$ cat config.mk
export PLATFORM = sky130hd
export DESIGN_NAME = rds_rate_addr
export DESIGN_NICKNAME = d
export VERILOG_FILES = /design/src/rtl/rds_pkg.sv /design/src/rtl/rds_rate_addr.sv
export VERILOG_INCLUDE_DIRS = /design/src /design/src/rtl
export SDC_FILE = /design/constraint.sdc
export NUM_CORES = 1
export LEC_CHECK = 0
export BUFFER_PORTS_ARGS = -buffer_cell sky130_fd_sc_hd__buf_4
export CAP_MARGIN = 20
export CORE_MARGIN = 8
export CORE_UTILIZATION = 62
export CTS_BUF_LIST = sky130_fd_sc_hd__clkbuf_4 sky130_fd_sc_hd__clkbuf_8
export CTS_CLUSTER_SIZE = 40
export DETAILED_ROUTE_END_ITERATION = 6
export MAX_ROUTING_LAYER = met4
export PLACE_DENSITY_LB_ADDON = 0.12
export SYNTH_ARGS = -nofsm -noshare
export SYNTH_HDL_FRONTEND = slang
export SYNTH_SLANG_ARGS = --single-unit
$ cat constraint.sdc
create_clock -name ref_clk -period 5.07 [get_ports ref_clk]
set_clock_uncertainty 0.1 [all_clocks]
set_input_delay 1.014 -clock ref_clk [delete_from_list [all_inputs] [get_ports ref_clk]]
set_output_delay 1.014 -clock ref_clk [all_outputs]
set_load 0.05 [all_outputs]
$ cat src/rtl/rds_map.svh
`ifndef RDS_MAP_SVH
`define RDS_MAP_SVH
`define RDS_OFS_OWN 2'h0
`define RDS_OFS_RATE 2'h1
`define RDS_OFS_STAT 2'h2
`define RDS_OWN_RST 8'h00
`define RDS_RATE_RST 8'h00
`define RDS_CODE_HI 5
`define RDS_CODE_LO 0
`define RDS_MUL_HI 7
`define RDS_MUL_LO 6
`define RDS_ADR_HI 7
`define RDS_ADR_LO 1
`define RDS_MUL_X1 2'h0
`define RDS_MUL_X2 2'h1
`define RDS_MUL_X4 2'h2
`define RDS_PRE_X1 2'h0
`define RDS_PRE_X2 2'h1
`define RDS_PRE_X4 2'h3
`define RDS_PRE_ZERO 2'h0
`define RDS_PRE_ONE 2'h1
`define RDS_CNT_ZERO 12'h000
`define RDS_CNT_ONE 12'h001
`define RDS_DIV_00 12'h014
`define RDS_DIV_3F 12'hf00
`define RDS_CODE_00 6'h00
`define RDS_CODE_3F 6'h3f
`endif

$ cat src/rtl/rds_pkg.sv
package rds_pkg;
  typedef struct packed {
    logic [11:0] div;
    logic [9:0] sda_hold;
    logic [10:0] start_hold;
    logic [10:0] stop_hold;
  } rds_rate_s;
  typedef enum logic [1:0] {
    RDS_CMD_START,
    RDS_CMD_BIT,
    RDS_CMD_STOP,
    RDS_CMD_NONE
  } rds_cmd_e;
  typedef enum logic [2:0] {
    S_IDLE,
    S_RS_LO,
    S_RS_HI,
    S_ST_HOLD,
    S_BIT_LO,
    S_BIT_HI,
    S_SP_LO,
    S_SP_HI
  } rds_state_e;
endpackage

$ cat src/rtl/rds_rate_addr.sv
// The implementer's own choices: the plain strobed port and the register addresses.
`timescale 1ns/10ps
`include "rds_map.svh"
// What this block does
// RL1: Clock line driven low or sensed, open drain
// RL2: Data line driven low or sensed, open drain
// RL3: Match incoming address against own address bits
// RL4: Six-bit code sets divider, selects hold values
// RL5: Bit rate is clock over multiplier times divider
// RL6: Data changes only after clock fall, hold delay
// RL7: Start: data low, wait start hold, clock low
// RL8: Stop: release clock, wait stop hold, data rises
// RL9: Each code decodes to divider and three holds
// RL10: Codes 00 to 1F follow table exactly
// RL11: Codes 20 to 3F continue the table
// RL12: Multiplier field picks one, two or four
module rds_rate_addr import rds_pkg::*; (
  input wire logic ref_clk,
  input wire logic rst,
  input wire logic [1:0] reg_addr,
  input wire logic [7:0] reg_wdata,
  input wire logic reg_wr,
  input wire logic reg_rd,
  output logic [7:0] reg_rdata,
  input wire logic cmd_valid,
  input wire rds_cmd_e cmd,
  input wire logic cmd_bit,
  output logic cmd_ready,
  output logic done,
  output logic rx_bit,
  input wire logic addr_valid,
  input wire logic [6:0] addr_in,
  output logic addr_match,
  input wire logic scl_in,
  output logic scl_out,
  output logic scl_oe,
  input wire logic sda_in,
  output logic sda_out,
  output logic sda_oe
);
  function automatic rds_rate_s rds_lookup(input logic [5:0] c);
    rds_rate_s r;
    case (c) // RL9 RL10 RL11
      6'h00: r = '{12'h014, 10'h007, 11'h006, 11'h00b};
      6'h01: r = '{12'h016, 10'h007, 11'h007, 11'h00c};
      6'h02: r = '{12'h018, 10'h008, 11'h008, 11'h00d};
      6'h03: r = '{12'h01a, 10'h008, 11'h009, 11'h00e};
      6'h04: r = '{12'h01c, 10'h009, 11'h00a, 11'h00f};
      6'h05: r = '{12'h01e, 10'h009, 11'h00b, 11'h010};
      6'h06: r = '{12'h022, 10'h00a, 11'h00d, 11'h012};
      6'h07: r = '{12'h028, 10'h00a, 11'h010, 11'h015};
      6'h08: r = '{12'h01c, 10'h007, 11'h00a, 11'h00f};
      6'h09: r = '{12'h020, 10'h007, 11'h00c, 11'h011};
      6'h0a: r = '{12'h024, 10'h009, 11'h00e, 11'h013};
      6'h0b: r = '{12'h028, 10'h009, 11'h010, 11'h015};
      6'h0c: r = '{12'h02c, 10'h00b, 11'h012, 11'h017};
      6'h0d: r = '{12'h030, 10'h00b, 11'h014, 11'h019};
      6'h0e: r = '{12'h038, 10'h00d, 11'h018, 11'h01d};
      6'h0f: r = '{12'h044, 10'h00d, 11'h01e, 11'h023};
      6'h10: r = '{12'h030, 10'h009, 11'h012, 11'h019};
      6'h11: r = '{12'h038, 10'h009, 11'h016, 11'h01d};
      6'h12: r = '{12'h040, 10'h00d, 11'h01a, 11'h021};
      6'h13: r = '{12'h048, 10'h00d, 11'h01e, 11'h025};
      6'h14: r = '{12'h050, 10'h011, 11'h022, 11'h029};
      6'h15: r = '{12'h058, 10'h011, 11'h026, 11'h02d};
      6'h16: r = '{12'h068, 10'h015, 11'h02e, 11'h035};
      6'h17: r = '{12'h080, 10'h015, 11'h03a, 11'h041};
      6'h18: r = '{12'h050, 10'h009, 11'h026, 11'h029};
      6'h19: r = '{12'h060, 10'h009, 11'h02e, 11'h031};
      6'h1a: r = '{12'h070, 10'h011, 11'h036, 11'h039};
      6'h1b: r = '{12'h080, 10'h011, 11'h03e, 11'h041};
      6'h1c: r = '{12'h090, 10'h019, 11'h046, 11'h049};
      6'h1d: r = '{12'h0a0, 10'h019, 11'h04e, 11'h051};
      6'h1e: r = '{12'h0c0, 10'h021, 11'h05e, 11'h061};
      6'h1f: r = '{12'h0f0, 10'h021, 11'h076, 11'h079};
      6'h20: r = '{12'h0a0, 10'h011, 11'h04e, 11'h051};
      6'h21: r = '{12'h0c0, 10'h011, 11'h05e, 11'h061};
      6'h22: r = '{12'h0e0, 10'h021, 11'h06e, 11'h071};
      6'h23: r = '{12'h100, 10'h021, 11'h07e, 11'h081};
      6'h24: r = '{12'h120, 10'h031, 11'h08e, 11'h091};
      6'h25: r = '{12'h140, 10'h031, 11'h09e, 11'h0a1};
      6'h26: r = '{12'h180, 10'h041, 11'h0be, 11'h0c1};
      6'h27: r = '{12'h1e0, 10'h041, 11'h0ee, 11'h0f1};
      6'h28: r = '{12'h140, 10'h021, 11'h09e, 11'h0a1};
      6'h29: r = '{12'h180, 10'h021, 11'h0be, 11'h0c1};
      6'h2a: r = '{12'h1c0, 10'h041, 11'h0de, 11'h0e1};
      6'h2b: r = '{12'h200, 10'h041, 11'h0fe, 11'h101};
      6'h2c: r = '{12'h240, 10'h061, 11'h11e, 11'h121};
      6'h2d: r = '{12'h280, 10'h061, 11'h13e, 11'h141};
      6'h2e: r = '{12'h300, 10'h081, 11'h17e, 11'h181};
      6'h2f: r = '{12'h3c0, 10'h081, 11'h1de, 11'h1e1};
      6'h30: r = '{12'h280, 10'h041, 11'h13e, 11'h141};
      6'h31: r = '{12'h300, 10'h041, 11'h17e, 11'h181};
      6'h32: r = '{12'h380, 10'h081, 11'h1be, 11'h1c1};
      6'h33: r = '{12'h400, 10'h081, 11'h1fe, 11'h201};
      6'h34: r = '{12'h480, 10'h0c1, 11'h23e, 11'h241};
      6'h35: r = '{12'h500, 10'h0c1, 11'h27e, 11'h281};
      6'h36: r = '{12'h600, 10'h101, 11'h2fe, 11'h301};
      6'h37: r = '{12'h780, 10'h101, 11'h3be, 11'h3c1};
      6'h38: r = '{12'h500, 10'h081, 11'h27e, 11'h281};
      6'h39: r = '{12'h600, 10'h081, 11'h2fe, 11'h301};
      6'h3a: r = '{12'h700, 10'h101, 11'h37e, 11'h381};
      6'h3b: r = '{12'h800, 10'h101, 11'h3fe, 11'h401};
      6'h3c: r = '{12'h900, 10'h181, 11'h47e, 11'h481};
      6'h3d: r = '{12'ha00, 10'h181, 11'h4fe, 11'h501};
      6'h3e: r = '{12'hc00, 10'h201, 11'h5fe, 11'h601};
      default: r = '{12'hf00, 10'h201, 11'h77e, 11'h781};
    endcase
    return r;
  endfunction

  logic [7:0] own_ff, nxt_own;
  logic [7:0] rate_ff, nxt_rate;
  logic [7:0] rdata_ff, nxt_rdata;
  logic match_ff, nxt_match;
  rds_state_e state_ff, nxt_state;
  logic [1:0] pre_ff, nxt_pre;
  logic [11:0] cnt_ff, nxt_cnt;
  logic scl_oe_ff, nxt_scl_oe, sda_oe_ff, nxt_sda_oe;
  logic bit_ff, nxt_bit, rx_ff, nxt_rx, done_ff, nxt_done;
  rds_rate_s rate_e;
  logic [1:0] pre_max;
  logic [11:0] cnt_inc, half;
  logic tick, hit_half, hit_sda, hit_sta, hit_sto;

  // Register port
  always_comb begin
    nxt_own = own_ff;
    nxt_rate = rate_ff;
    nxt_rdata = 8'h00;
    nxt_match = addr_valid &&
      (addr_in == own_ff[`RDS_ADR_HI:`RDS_ADR_LO]); // RL3
    if (reg_wr) begin
      case (reg_addr)
        `RDS_OFS_OWN: nxt_own = reg_wdata;
        `RDS_OFS_RATE: nxt_rate = reg_wdata;
        default: ;
      endcase
    end
    if (reg_rd) begin
      case (reg_addr)
        `RDS_OFS_OWN: nxt_rdata = own_ff;
        `RDS_OFS_RATE: nxt_rdata = rate_ff;
        `RDS_OFS_STAT: nxt_rdata = {5'h00, match_ff, sda_in,
          state_ff != S_IDLE};
        default: nxt_rdata = 8'h00;
      endcase
    end
  end

  always_ff @(posedge ref_clk or posedge rst) begin
    if (rst) begin
      own_ff <= `RDS_OWN_RST;
      rate_ff <= `RDS_RATE_RST;
      rdata_ff <= 8'h00;
      match_ff <= 1'b0;
    end else begin
      own_ff <= nxt_own;
      rate_ff <= nxt_rate;
      rdata_ff <= nxt_rdata;
      match_ff <= nxt_match;
    end
  end

  // Rate decode and prescale tick
  always_comb begin
    rate_e = rds_lookup(rate_ff[`RDS_CODE_HI:`RDS_CODE_LO]); // RL4 RL9
    case (rate_ff[`RDS_MUL_HI:`RDS_MUL_LO]) // RL12
      `RDS_MUL_X2: pre_max = `RDS_PRE_X2;
      `RDS_MUL_X4: pre_max = `RDS_PRE_X4;
      default: pre_max = `RDS_PRE_X1;
    endcase
    tick = (pre_ff == pre_max); // RL5
    cnt_inc = cnt_ff + `RDS_CNT_ONE;
    half = {1'b0, rate_e.div[11:1]}; // RL5
    hit_half = tick && (cnt_inc == half);
    hit_sda = tick && (cnt_inc == {2'b00, rate_e.sda_hold}); // RL6
    hit_sta = tick && (cnt_inc == {1'b0, rate_e.start_hold}); // RL7
    hit_sto = tick && (cnt_inc == {1'b0, rate_e.stop_hold}); // RL8
  end

  // Line sequencer
  always_comb begin
    nxt_state = state_ff;
    nxt_pre = (state_ff == S_IDLE || tick) ? `RDS_PRE_ZERO :
      pre_ff + `RDS_PRE_ONE;
    nxt_cnt = tick ? cnt_inc : cnt_ff;
    nxt_scl_oe = scl_oe_ff;
    nxt_sda_oe = sda_oe_ff;
    nxt_bit = bit_ff;
    nxt_rx = rx_ff;
    nxt_done = 1'b0;
    case (state_ff)
      S_IDLE: begin
        nxt_cnt = `RDS_CNT_ZERO;
        if (cmd_valid && scl_oe_ff) begin
          if (pre_max == `RDS_PRE_X1) nxt_cnt = `RDS_CNT_ONE; // RL6
          else nxt_pre = `RDS_PRE_ONE; // RL6
        end
        if (cmd_valid) begin
          case (cmd)
            RDS_CMD_START: begin
              if (scl_oe_ff) nxt_state = S_RS_LO;
              else begin
                nxt_state = S_ST_HOLD;
                nxt_sda_oe = 1'b1; // RL7
              end
            end
            RDS_CMD_BIT: begin
              nxt_state = S_BIT_LO;
              nxt_bit = cmd_bit;
              nxt_scl_oe = 1'b1;
            end
            RDS_CMD_STOP: begin
              nxt_state = S_SP_LO;
              nxt_scl_oe = 1'b1;
            end
            default: ;
          endcase
        end
      end
      S_RS_LO: begin
        if (hit_sda) nxt_sda_oe = 1'b0; // RL6
        if (hit_half) begin
          nxt_state = S_RS_HI;
          nxt_scl_oe = 1'b0; // RL1
          nxt_cnt = `RDS_CNT_ZERO;
        end
      end
      S_RS_HI: begin
        if (!scl_in) nxt_cnt = cnt_ff;
        if (hit_half && scl_in) begin
          nxt_state = S_ST_HOLD;
          nxt_sda_oe = 1'b1; // RL7
          nxt_cnt = `RDS_CNT_ZERO;
        end
      end
      S_ST_HOLD: if (hit_sta) begin
        nxt_state = S_IDLE;
        nxt_scl_oe = 1'b1; // RL7
        nxt_done = 1'b1;
      end
      S_BIT_LO: begin
        if (hit_sda) nxt_sda_oe = !bit_ff; // RL2 RL6
        if (hit_half) begin
          nxt_state = S_BIT_HI;
          nxt_scl_oe = 1'b0; // RL1
          nxt_cnt = `RDS_CNT_ZERO;
        end
      end
      S_BIT_HI: begin
        if (!scl_in) nxt_cnt = cnt_ff; // RL1
        if (hit_half && scl_in) begin
          nxt_state = S_IDLE;
          nxt_rx = sda_in; // RL2
          nxt_scl_oe = 1'b1;
          nxt_done = 1'b1;
        end
      end
      S_SP_LO: begin
        if (hit_sda) nxt_sda_oe = 1'b1; // RL6
        if (hit_half) begin
          nxt_state = S_SP_HI;
          nxt_scl_oe = 1'b0; // RL8
          nxt_cnt = `RDS_CNT_ZERO;
        end
      end
      S_SP_HI: begin
        if (!scl_in) nxt_cnt = cnt_ff;
        if (hit_sto && scl_in) begin
          nxt_state = S_IDLE;
          nxt_sda_oe = 1'b0; // RL8
          nxt_done = 1'b1;
        end
      end
      default: nxt_state = S_IDLE;
    endcase
  end

  always_ff @(posedge ref_clk or posedge rst) begin
    if (rst) begin
      state_ff <= S_IDLE;
      pre_ff <= `RDS_PRE_ZERO;
      cnt_ff <= `RDS_CNT_ZERO;
      scl_oe_ff <= 1'b0;
      sda_oe_ff <= 1'b0;
      bit_ff <= 1'b0;
      rx_ff <= 1'b0;
      done_ff <= 1'b0;
    end else begin
      state_ff <= nxt_state;
      pre_ff <= nxt_pre;
      cnt_ff <= nxt_cnt;
      scl_oe_ff <= nxt_scl_oe;
      sda_oe_ff <= nxt_sda_oe;
      bit_ff <= nxt_bit;
      rx_ff <= nxt_rx;
      done_ff <= nxt_done;
    end
  end

  assign reg_rdata = rdata_ff;
  assign cmd_ready = (state_ff == S_IDLE);
  assign done = done_ff;
  assign rx_bit = rx_ff;
  assign addr_match = match_ff;
  assign scl_out = 1'b0; // RL1
  assign scl_oe = scl_oe_ff; // RL1
  assign sda_out = 1'b0; // RL2
  assign sda_oe = sda_oe_ff; // RL2

  a_match_addr: assert property (@(posedge ref_clk) disable iff (rst) // RL3
    addr_valid && addr_in == own_ff[`RDS_ADR_HI:`RDS_ADR_LO] |=> addr_match)
    else $error("address match missed");
  a_rate_read: assert property (@(posedge ref_clk) disable iff (rst) // RL4
    reg_rd && reg_addr == `RDS_OFS_RATE |=> reg_rdata == $past(rate_ff))
    else $error("rate register read wrong");
  a_tick_spacing: assert property (@(posedge ref_clk) disable iff (rst) // RL5
    tick && pre_max != `RDS_PRE_X1 && state_ff != S_IDLE |=> !tick)
    else $error("prescale tick too close");
  a_hi_data_stable: assert property (@(posedge ref_clk) disable iff (rst) // RL6
    state_ff == S_BIT_HI && $past(state_ff) == S_BIT_HI |->
    $stable(sda_oe_ff))
    else $error("data moved while clock high");
  a_start_order: assert property (@(posedge ref_clk) disable iff (rst) // RL7
    state_ff == S_ST_HOLD |-> sda_oe_ff && !scl_oe_ff)
    else $error("start order wrong");
  a_stop_order: assert property (@(posedge ref_clk) disable iff (rst) // RL8
    $fell(sda_oe_ff) && $past(state_ff) == S_SP_HI |-> !scl_oe_ff)
    else $error("stop order wrong");
  a_table_first: assert property (@(posedge ref_clk) disable iff (rst) // RL9
    rate_ff[`RDS_CODE_HI:`RDS_CODE_LO] == `RDS_CODE_00 |->
    rate_e.div == `RDS_DIV_00)
    else $error("code 00 divider wrong");
  a_table_top: assert property (@(posedge ref_clk) disable iff (rst) // RL11
    rate_ff[`RDS_CODE_HI:`RDS_CODE_LO] == `RDS_CODE_3F |->
    rate_e.div == `RDS_DIV_3F)
    else $error("code 3f divider wrong");
  a_mul_four: assert property (@(posedge ref_clk) disable iff (rst) // RL12
    state_ff != S_IDLE && rate_ff[`RDS_MUL_HI:`RDS_MUL_LO] == `RDS_MUL_X4 &&
    tick |=> !tick [*3])
    else $error("multiplier four spacing wrong");
endmodule // rds_rate_addr

==> flow_summary.ini, run 1 <==
[clock_tree]
holdBufCountCts = 0
cts.sinks = 47
cts_root_buf = clkbuf_8
cts_made_buffers = 5
ctsResizeCount = 0
cts_tree = done
path_clk_slew_ns = 0.10
htreeDepth = 2
clk_path_buf_depth = 2
clkLatencyLatePin_ns = 0.30
post_cts.repair.setup_buffers = 0

[worst_setup_path]
worst_ep_required_time_ns = 5.17
path_cells = inv_1 > o21ai_0 > o21ai_0 > xor2_1 > or4_1 > a31oi_1 > a21oi_1 > a311oi_1 > mux2_2
cpMaxStageDelayCell = dfrtp_1
crit_buf_inv = 1
crit_arrival_ns = 4.21
path_common_cell = o21ai_0
end_kind = flip-flop
path_class = flip-flop to flip-flop
cp-start-kind = flip-flop
worstPathMaxFanout = 36
critPathTopFamily = compound AO/OA/AOI/OAI gates
slowest_delay_ns = 1.09

[drt]
detail_route.vias_per_cell = 6.60
drt_iter0_markers = 527
firstDrtPassIters = 5
dr_total_vias = 4543
wire_per_inst_um = 19.2
ant_nets = 0
drc = 0
drt-total-wl_um = 13200

[sta]
hold_viol_final = 0
rsz0062_at_grt = no
tns_ns = 0
setup_viol = 0
fmax_mhz = 243
holdWs_ns = 0.422
worst_slew_pin_slew_ns = 1.11
finalCriticalPeriod_ns = 4.11
timing.final.ws_setup_ns = 0.961
maxSlewViolCount = 0
period_share_pct = 81.0
maxSlewHeadroom_pct = 25.9

[place]
dpl.hpwl_um = 9750
placed_cells = 679
numPortBuffers = 41
gp_congestion = 0.968
dpl_worst_slack_ns = 1.03

[power_and_ir_drop]
pwr-share-comb_pct = 61.7
pwr-share-clk_pct = 10.8
p_switching_mw = 1.12
leakage_nw = 2.07
power_density_nw_per_um2 = 431
worst_ir_drop_vdd_v = 0.000365
internal_power_mw = 1.07
power_switching_share_pct = 51.2
power_frac_seq_pct = 27.5

[final_layout]
final_cell_mix = buf_4 (50), dfrtp_1 (47), nor2_1 (38)
syn_to_final_growth_pct = 9.22
utilization_pct = 69.9
fin_nets = 631
fin_cells = 688
layout-drive-gt1-share_pct = 18.2
insertedDiodeCount = 0
final_common_cell = buf_4

[floorplan]
die_area_um2 = 10500
core-area_um2 = 7250
chipWidth_um = 103
die_height_um = 103
ioPinCount = 44
rows = 31
start_util_pct = 64.0

[global_routing]
grt_first_pass_wirelength_um = 22000
grt_pass1_vias = 4495
grt_overflow = 0
grt_max_degree = 54
track_usage_pct = 26.9
antenna_found_initial = 0

[synth]
synth-edff-count = 0
netlist_instances = 572
synth-main-ff-cell = dfrtp_1
ys_ff_latch = 47
ys_warn_count = 0
syn-cell-area_um2 = 4640
synth_cell_types = 70
syn_area_per_cell_um2 = 8.12
ys_seq_area_share_pct = 25.3
async_flop_share_pct = 100

[status]
status = finished clean

[job]
cap_viol_max_count = 0

[hold_path]
hp-class = flip-flop to flip-flop
## logic make-up after synthesis
logic type,share of synthesized area [%]
AOI/OAI and AO/OA,24.0
other,0.0808
buffers and inverters,5.96
muxes,8.41
DFF,25.3
adders and majority gates,4.04
and+or+nand+nor,23.1
xor gates and xnor gates,9.05
## power by group through the flow
stage / clock, mW / combinational (mW) / sequential, mW
floorplan: 0 / 1.06 / 0.535
global placement: 0 / 1.28 / 0.596
detailed placement: 0 / 1.31 / 0.599
CTS: 0.241 / 1.32 / 0.592
global route: 0.256 / 1.47 / 0.610
finish: 0.237 / 1.35 / 0.600
## cell usage after synthesis, drive strengths merged, types with 9 or more instances
master | instances | area, µm²
o21ai | 36 | 184
o31ai | 9 | 67.6
mux2i | 12 | 120
dfrtp | 47 | 1180
nand3 | 20 | 100
nand2 | 35 | 131
inv | 24 | 90.1
nor3 | 18 | 90.1
xor2 | 16 | 140
mux2 | 22 | 248
a21oi | 28 | 140
clkbuf | 29 | 109
nor2 | 38 | 143
buf | 14 | 73.8
xnor2 | 32 | 280
nand4 | 13 | 87.6
a211oi | 13 | 97.6
nand2b | 14 | 87.6
ha | 15 | 188
## sequential cells by signal, indices dropped and copies added, names as in the netlist
register and count:
own_ff 8, rx_bit 1, bit_ff 1, cnt_ff 12
sda_oe 1, reg_rdata 8, state_ff 3, scl_oe 1
pre_ff 2, addr_match 1, done 1, rate_ff 8
## cell type report
type	instances	area [µm²]
clock buffer	5	68.8
fill	623	2180
tap	99	124
inverter	25	93.8
clock inverter	3	18.8
sequential	47	1180
timing repair buffer	51	395
multi-input combinational	458	3190
## per-layer routing
| metal | part of all wire (%) | global-route usage (%) | up-vias |
|---|---|---|---|
| met5 | 0 | - | - |
| met3 | 6.6 | 3.78 | 38 |
| li1 | - | - | 2145 |
| met2 | 46 | 41.9 | 219 |
| met4 | 2.4 | 10.2 | 0 |
| met1 | 45 | 34.8 | 2141 |
## per-stage QoR
stage / total power [mW] / cell area (µm²)
2_1_floorplan: 1.59 / 4650
3_3_place_gp: 1.88 / 4960
3_5_place_dp: 1.91 / 4960
4_1_cts: 2.15 / 5050
5_1_grt: 2.34 / 5070
6_report: 2.18 / 5070
## path summary, 6_finish.rpt
path	from	endpoint	slack, ns	cells past startpoint
max	rate_ff[4]$_DFFE_PP0P_	sda_oe$_DFFE_PP0P_	0.96	9
max reg2reg	rate_ff[4]$_DFFE_PP0P_	sda_oe$_DFFE_PP0P_	0.96	9
max in group asynchronous	rst	own_ff[3]$_DFFE_PP0P_	3.77	3
min	bit_ff$_DFFE_PP0P_	bit_ff$_DFFE_PP0P_	0.42	1
min in group asynchronous	rst	rx_bit$_DFFE_PP0P_	0.60	2
min reg2reg	bit_ff$_DFFE_PP0P_	bit_ff$_DFFE_PP0P_	0.42	1
Note: power is estimated with default switching activity, not from simulation.
==> run 2, diff against run 1 <==
- CORE_UTILIZATION: 62 -> 56
- clock period: 5.07 -> 3.3 ns (I/O delays scaled with it)
==> run 2 against run 1 <==
Against the previous run: the run now ends with setup timing left; first-iteration DRC count increased by 4.0%; fmax increased by 21%; power up 92%; routed wire length grew 20%; die area grew 9.0%; worst hold slack worse by 0.054 ns; clock power rose by 86%; global-route usage up 1.1 points; cell area is 22% higher; largest power group unchanged.
==> flow_summary.ini, run 2 (same netlist as run 1, synthesis figures left out) <==
[drt]
drc = 0
drt_iter0_markers = 548
wire_per_inst_um = 19.7
firstDrtPassIters = 5
dr_total_vias = 5125
drt-total-wl_um = 15900
detail_route.vias_per_cell = 6.34
ant_nets = 0

[status]
status = finished with violations
violations = setup timing

[worst_setup_path]
crit_start = rate_ff[0]$_DFFE_PP0P_
crit_arrival_ns = 3.51
r2r-start = rate_ff[0]$_DFFE_PP0P_
cp-start-kind = flip-flop
worst_ep_required_time_ns = 3.40
end_kind = flip-flop
worstPathMaxFanout = 10
path_class = flip-flop to flip-flop

[global_routing]
grt_overflow = 0
use_met1_pct = 35.6
grt_busiest_layer = met2
grt_max_degree = 35
grt_use_met3_pct = 4.92
grt_pass1_vias = 5103
antenna_found_initial = 0
track_usage_pct = 28.0
grt_first_pass_wirelength_um = 25200
met2_usage_pct = 43.7

[final_layout]
final_area_um2 = 6200
regMostFlops = cnt_ff
final_cell_mix = buf_4 (163), dfrtp_1 (44), nor2_1 (38)
insertedDiodeCount = 0
layout-drive-gt1-share_pct = 36.3
final_common_cell = buf_4
largest_reg_flops = 12
syn_to_final_growth_pct = 33.5
fillers = 585
fin_nets = 746

[sta]
hold_viol_final = 0
fmax_mhz = 294
finalCriticalPeriod_ns = 3.41
maxSlewHeadroom_pct = 51.4
period_share_pct = 103
rsz0062_at_grt = yes
worst_slew_pin_slew_ns = 0.723
maxSlewViolCount = 0
setup_viol = 8
timing.final.ws_setup_ns = -0.107

[job]
cap_viol_max_count = 0

[floorplan]
start_util_pct = 57.1
die_height_um = 107
core-area_um2 = 8130
die_area_um2 = 11500
ioPinCount = 44
rows = 33
chipWidth_um = 107

[clock_tree]
clk_path_buf_depth = 2
clkLatencyLatePin_ns = 0.31
cts_tree = done
cts_made_buffers = 5
htreeDepth = 2
cts.sinks = 47
path_clk_slew_ns = 0.09
holdBufCountCts = 0
cts_root_buf = clkbuf_8

[place]
place_area_um2 = 5880
dpl.hpwl_um = 12200
gp_congestion = 0.976
numPortBuffers = 41

[power_and_ir_drop]
power_density_nw_per_um2 = 677
finalPower_mw = 4.20
worst_ir_drop_vdd_v = 0.000619
leakage_nw = 2.68

[hold_path]
hp-class = primary input to async pin
## run 2: changes by cell type in the layout (fill, tap and decap cells not counted), sizes merged
| cell | delta |
|---|---|
| bufinv | +1 |
| clkinv | -2 |
| clkbuf | +1 |
| inv | -1 |
| buf | +115 |
## run 2: final timing paths
check	endpoint	slack, ns	depth (start not counted)
min reg2reg	rx_bit$_DFFE_PP0P_	0.42	2
max in group asynchronous	cnt_ff[2]$_DFF_PP0_	2.06	3
min	sda_oe$_DFFE_PP0P_	0.37	2
max	state_ff[0]$_DFFE_PP0P_	-0.11	14
min in group ref_clk	rx_bit$_DFFE_PP0P_	0.42	2
max reg2reg	state_ff[0]$_DFFE_PP0P_	-0.11	14
## run 2: what timing repair did
item / CTS / global route
pin swaps: 5 / 5
resized for setup: 14 / 18
setup endpoints to repair: 17 / 17
setup buffers: 3 / 4
## run 2: where the power goes
| part | internal, mW | total, mW | switching [mW] | leakage, nW |
|---|---|---|---|---|
| combinational | 1.30 | 2.93 | 1.63 | 2.03 |
| clock | 0.231 | 0.440 | 0.209 | 0.0547 |
| sequential | 0.681 | 0.828 | 0.147 | 0.596 |
| total | 2.21 | 4.20 | 1.99 | 2.68 |
## run 2: area by class of cell
type | count | area [µm²] | area share, %
multi-input cells | 458 | 3410 | 54.9
repair buffers | 166 | 1270 | 20.6
flip-flops and latches | 47 | 1180 | 19.0
well taps | 105 | 131 | 2.12
inverters | 25 | 101 | 1.63
clock buffers | 6 | 76.3 | 1.23
clock inverters | 1 | 30.0 | 0.484
## run 2: per-layer routing
layer | wire [µm] | up-vias
li1 | - | 2376
met4 | 537 | 0
met1 | 6870 | 2441
met5 | 0 | -
met2 | 7350 | 245
met3 | 1170 | 63
## run 2: worst max-delay path, stage by stage (launching register included)
cell,delay [ns]
dfrtp_2,0.43
inv_2,0.10
ha_4,0.24
mux2_4,0.31
a211oi_4,0.27
a31oi_1,0.10
xnor2_1,0.18
nand4_1,0.16
buf_4,0.19
nor4_4,0.27
buf_4,0.16
buf_4,0.12
a21oi_1,0.07
or3_1,0.35
mux2_2,0.26
## run 2: stage by stage
step                      setup TNS [ns]  utilization [%]  hold WS, ns  instances  setup WS, ns
after floorplan                    -1.23                -        0.380        573        -0.191
after global placement             -1.09             72.3        0.380        794        -0.147
after detailed placement           -2.77             72.3        0.388        794        -0.307
after CTS                         -0.137             74.8        0.388        804       -0.0623
after global routing               -2.85             76.2        0.435        808        -0.287
final                             -0.480             76.2        0.368        808        -0.107
==> run 3, diff against run 2 <==
- BUFFER_PORTS_ARGS: -buffer_cell sky130_fd_sc_hd__buf_4 -> -buffer_cell sky130_fd_sc_hd__buf_2
- clock period: 3.3 -> 3.1 ns (I/O delays scaled with it)
==> run 3 against run 2 <==
Against the previous run: the run still ends with setup timing left; register-to-register slack worse by 0.21 ns; routed wire length down 0.65%; non-clock buffer count is 21 higher; first-iteration DRC count fell by 20%; clock power rose by 4.8%; worst hold slack lost 0.14 ns; power is 6.1% higher; die area is the same; combinational power increased by 6.8%; global-route usage grew 0.55 points.
==> flow_summary.ini, run 3 (same netlist as run 1, synthesis figures left out) <==
[worst_setup_path]
slowest_delay_ns = 0.57
path_cells = inv_8 > ha_4 > nand2b_1 > and3_1 > o32ai_2 > xor2_1 > nand4_1 > or4_4 > o211ai_1 > buf_4 > a211oi_1 > a221o_1
worstPathMaxFanout = 10
r2r-start = rate_ff[1]$_DFFE_PP0P_
cpMaxStageDelayCell = or4_4
worst_ep_required_time_ns = 3.19
r2r_end = cnt_ff[11]$_DFF_PP0_
path_class = flip-flop to flip-flop
crit_arrival_ns = 3.51
crit_buf_inv = 2
cp-start-kind = flip-flop
worstRegToRegCells = 12
rrSetupSlack_ns = -0.32
critPathTopFamily = simple AND/OR/NAND/NOR gates
end_kind = flip-flop

[sta]
finalCriticalPeriod_ns = 3.42
maxSlewHeadroom_pct = 52.5
hold_viol_final = 0
worst_slew_pin_slew_ns = 0.707
period_share_pct = 110
timing.final.ws_setup_ns = -0.317
fmax_mhz = 293
setup_viol = 17
tns_ns = -2.81
maxSlewViolCount = 0
holdWs_ns = 0.231
rsz0062_at_grt = yes

[drt]
firstDrtPassIters = 5
dr_total_vias = 5270
drt-total-wl_um = 15800
wire_per_inst_um = 19.1
drt_iter0_markers = 438
detail_route.vias_per_cell = 6.36
ant_nets = 0
drc = 0

[final_layout]
fin_nets = 767
regMostFlops = cnt_ff
multi_input_area_um2 = 3370
final_cell_mix = buf_4 (142), dfrtp_1 (46), buf_2 (41)
fin_cells = 829
syn_to_final_growth_pct = 34.3
insertedDiodeCount = 0
seqCellArea_um2 = 1180
layout-drive-gt1-share_pct = 37.4
final_common_cell = buf_4
largest_reg_flops = 12
fillers = 627

[power_and_ir_drop]
pwr-share-comb_pct = 70.4
worst_ir_drop_vdd_v = 0.000526
power_density_nw_per_um2 = 714
finalPower_mw = 4.45
power_frac_seq_pct = 19.2
leakage_nw = 2.75
power_switching_share_pct = 47.4
internal_power_mw = 2.34
pwr-share-clk_pct = 10.4
p_switching_mw = 2.11

[clock_tree]
clkLatencyLatePin_ns = 0.30
cts_made_buffers = 5
cts_root_buf = clkbuf_8
holdBufCountCts = 0
path_clk_slew_ns = 0.09
cts_tree = done
clk_path_buf_depth = 2
cts.sinks = 47
htreeDepth = 2

[floorplan]
rows = 33
core-area_um2 = 8130
start_util_pct = 57.1
chipWidth_um = 107
die_area_um2 = 11500
ioPinCount = 44
die_height_um = 107

[hold_path]
hp-class = primary input to async pin

[place]
numPortBuffers = 41
placed_cells = 815
gp_congestion = 1.03
dpl_worst_slack_ns = -0.419
dpl.hpwl_um = 12100

[global_routing]
antenna_found_initial = 0
track_usage_pct = 28.6
grt_pass1_vias = 5236
grt_overflow = 0
grt_max_degree = 48
grt_first_pass_wirelength_um = 26000

[status]
violations = setup timing
status = finished with violations

[job]
cap_viol_max_count = 0
run 3: layout make-up:
class                           count  share of cell area [%]
Timing Repair Buffer              187                    21.7
Tap cell                          105                    2.11
Clock inverter                      1                   0.482
Sequential cell                    47                    18.9
Clock buffer                        6                    1.22
Inverter                           25                    1.63
Multi-Input combinational cell    458                    54.0
run 3: metrics by stage:
stage                     util, %  area, µm²
after detailed placement     73.1       5950
after global routing         76.6       6230
final                        76.6       6230
after floorplan                 -       4750
after global placement       73.1       5950
after CTS                    75.9       6180
run 3: repair_timing:
action | CTS | global route
gates resized for setup | 18 | 12
pin swaps | 5 | 1
gates cloned | 0 | 0
setup buffers | 6 | 0
endpoints found under the setup margin | 17 | 20
run 3: layer usage:
metal  global-route usage (%)  part of all wire [%]  up-vias  wire [µm]
met2                     43.7                    46      278       7310
met1                     37.2                    43     2518       6820
li1                         -                     -     2419          -
met3                     4.62                   7.4       55       1170
met5                        -                     0        -          0
met4                     10.3                   3.4        0        534
run 3: power groups by stage:
stage | combinational [mW] | sequential [mW] | clock (mW)
floorplan | 1.81 | 0.876 | 0
global placement | 2.83 | 0.856 | 0
detailed placement | 2.89 | 0.866 | 0
CTS | 3.01 | 0.853 | 0.464
global route | 3.36 | 0.873 | 0.487
finish | 3.13 | 0.857 | 0.461
run 3: how the worst max path moves through the flow:
stage | slack (ns) | startpoint | endpoint | cells past startpoint
after detailed placement | -0.42 | rate_ff[1]$_DFFE_PP0P_ | sda_oe$_DFFE_PP0P_ | 13
after CTS | -0.21 | rate_ff[1]$_DFFE_PP0P_ | cnt_ff[11]$_DFF_PP0_ | 11
final | -0.32 | rate_ff[1]$_DFFE_PP0P_ | cnt_ff[11]$_DFF_PP0_ | 12
after global routing | -0.44 | rate_ff[1]$_DFFE_PP0P_ | cnt_ff[11]$_DFF_PP0_ | 12
after global placement | -0.43 | rate_ff[1]$_DFFE_PP0P_ | sda_oe$_DFFE_PP0P_ | 13
after floorplan | -0.39 | rate_ff[1]$_DFFE_PP0P_ | cnt_ff[11]$_DFF_PP0_ | 14
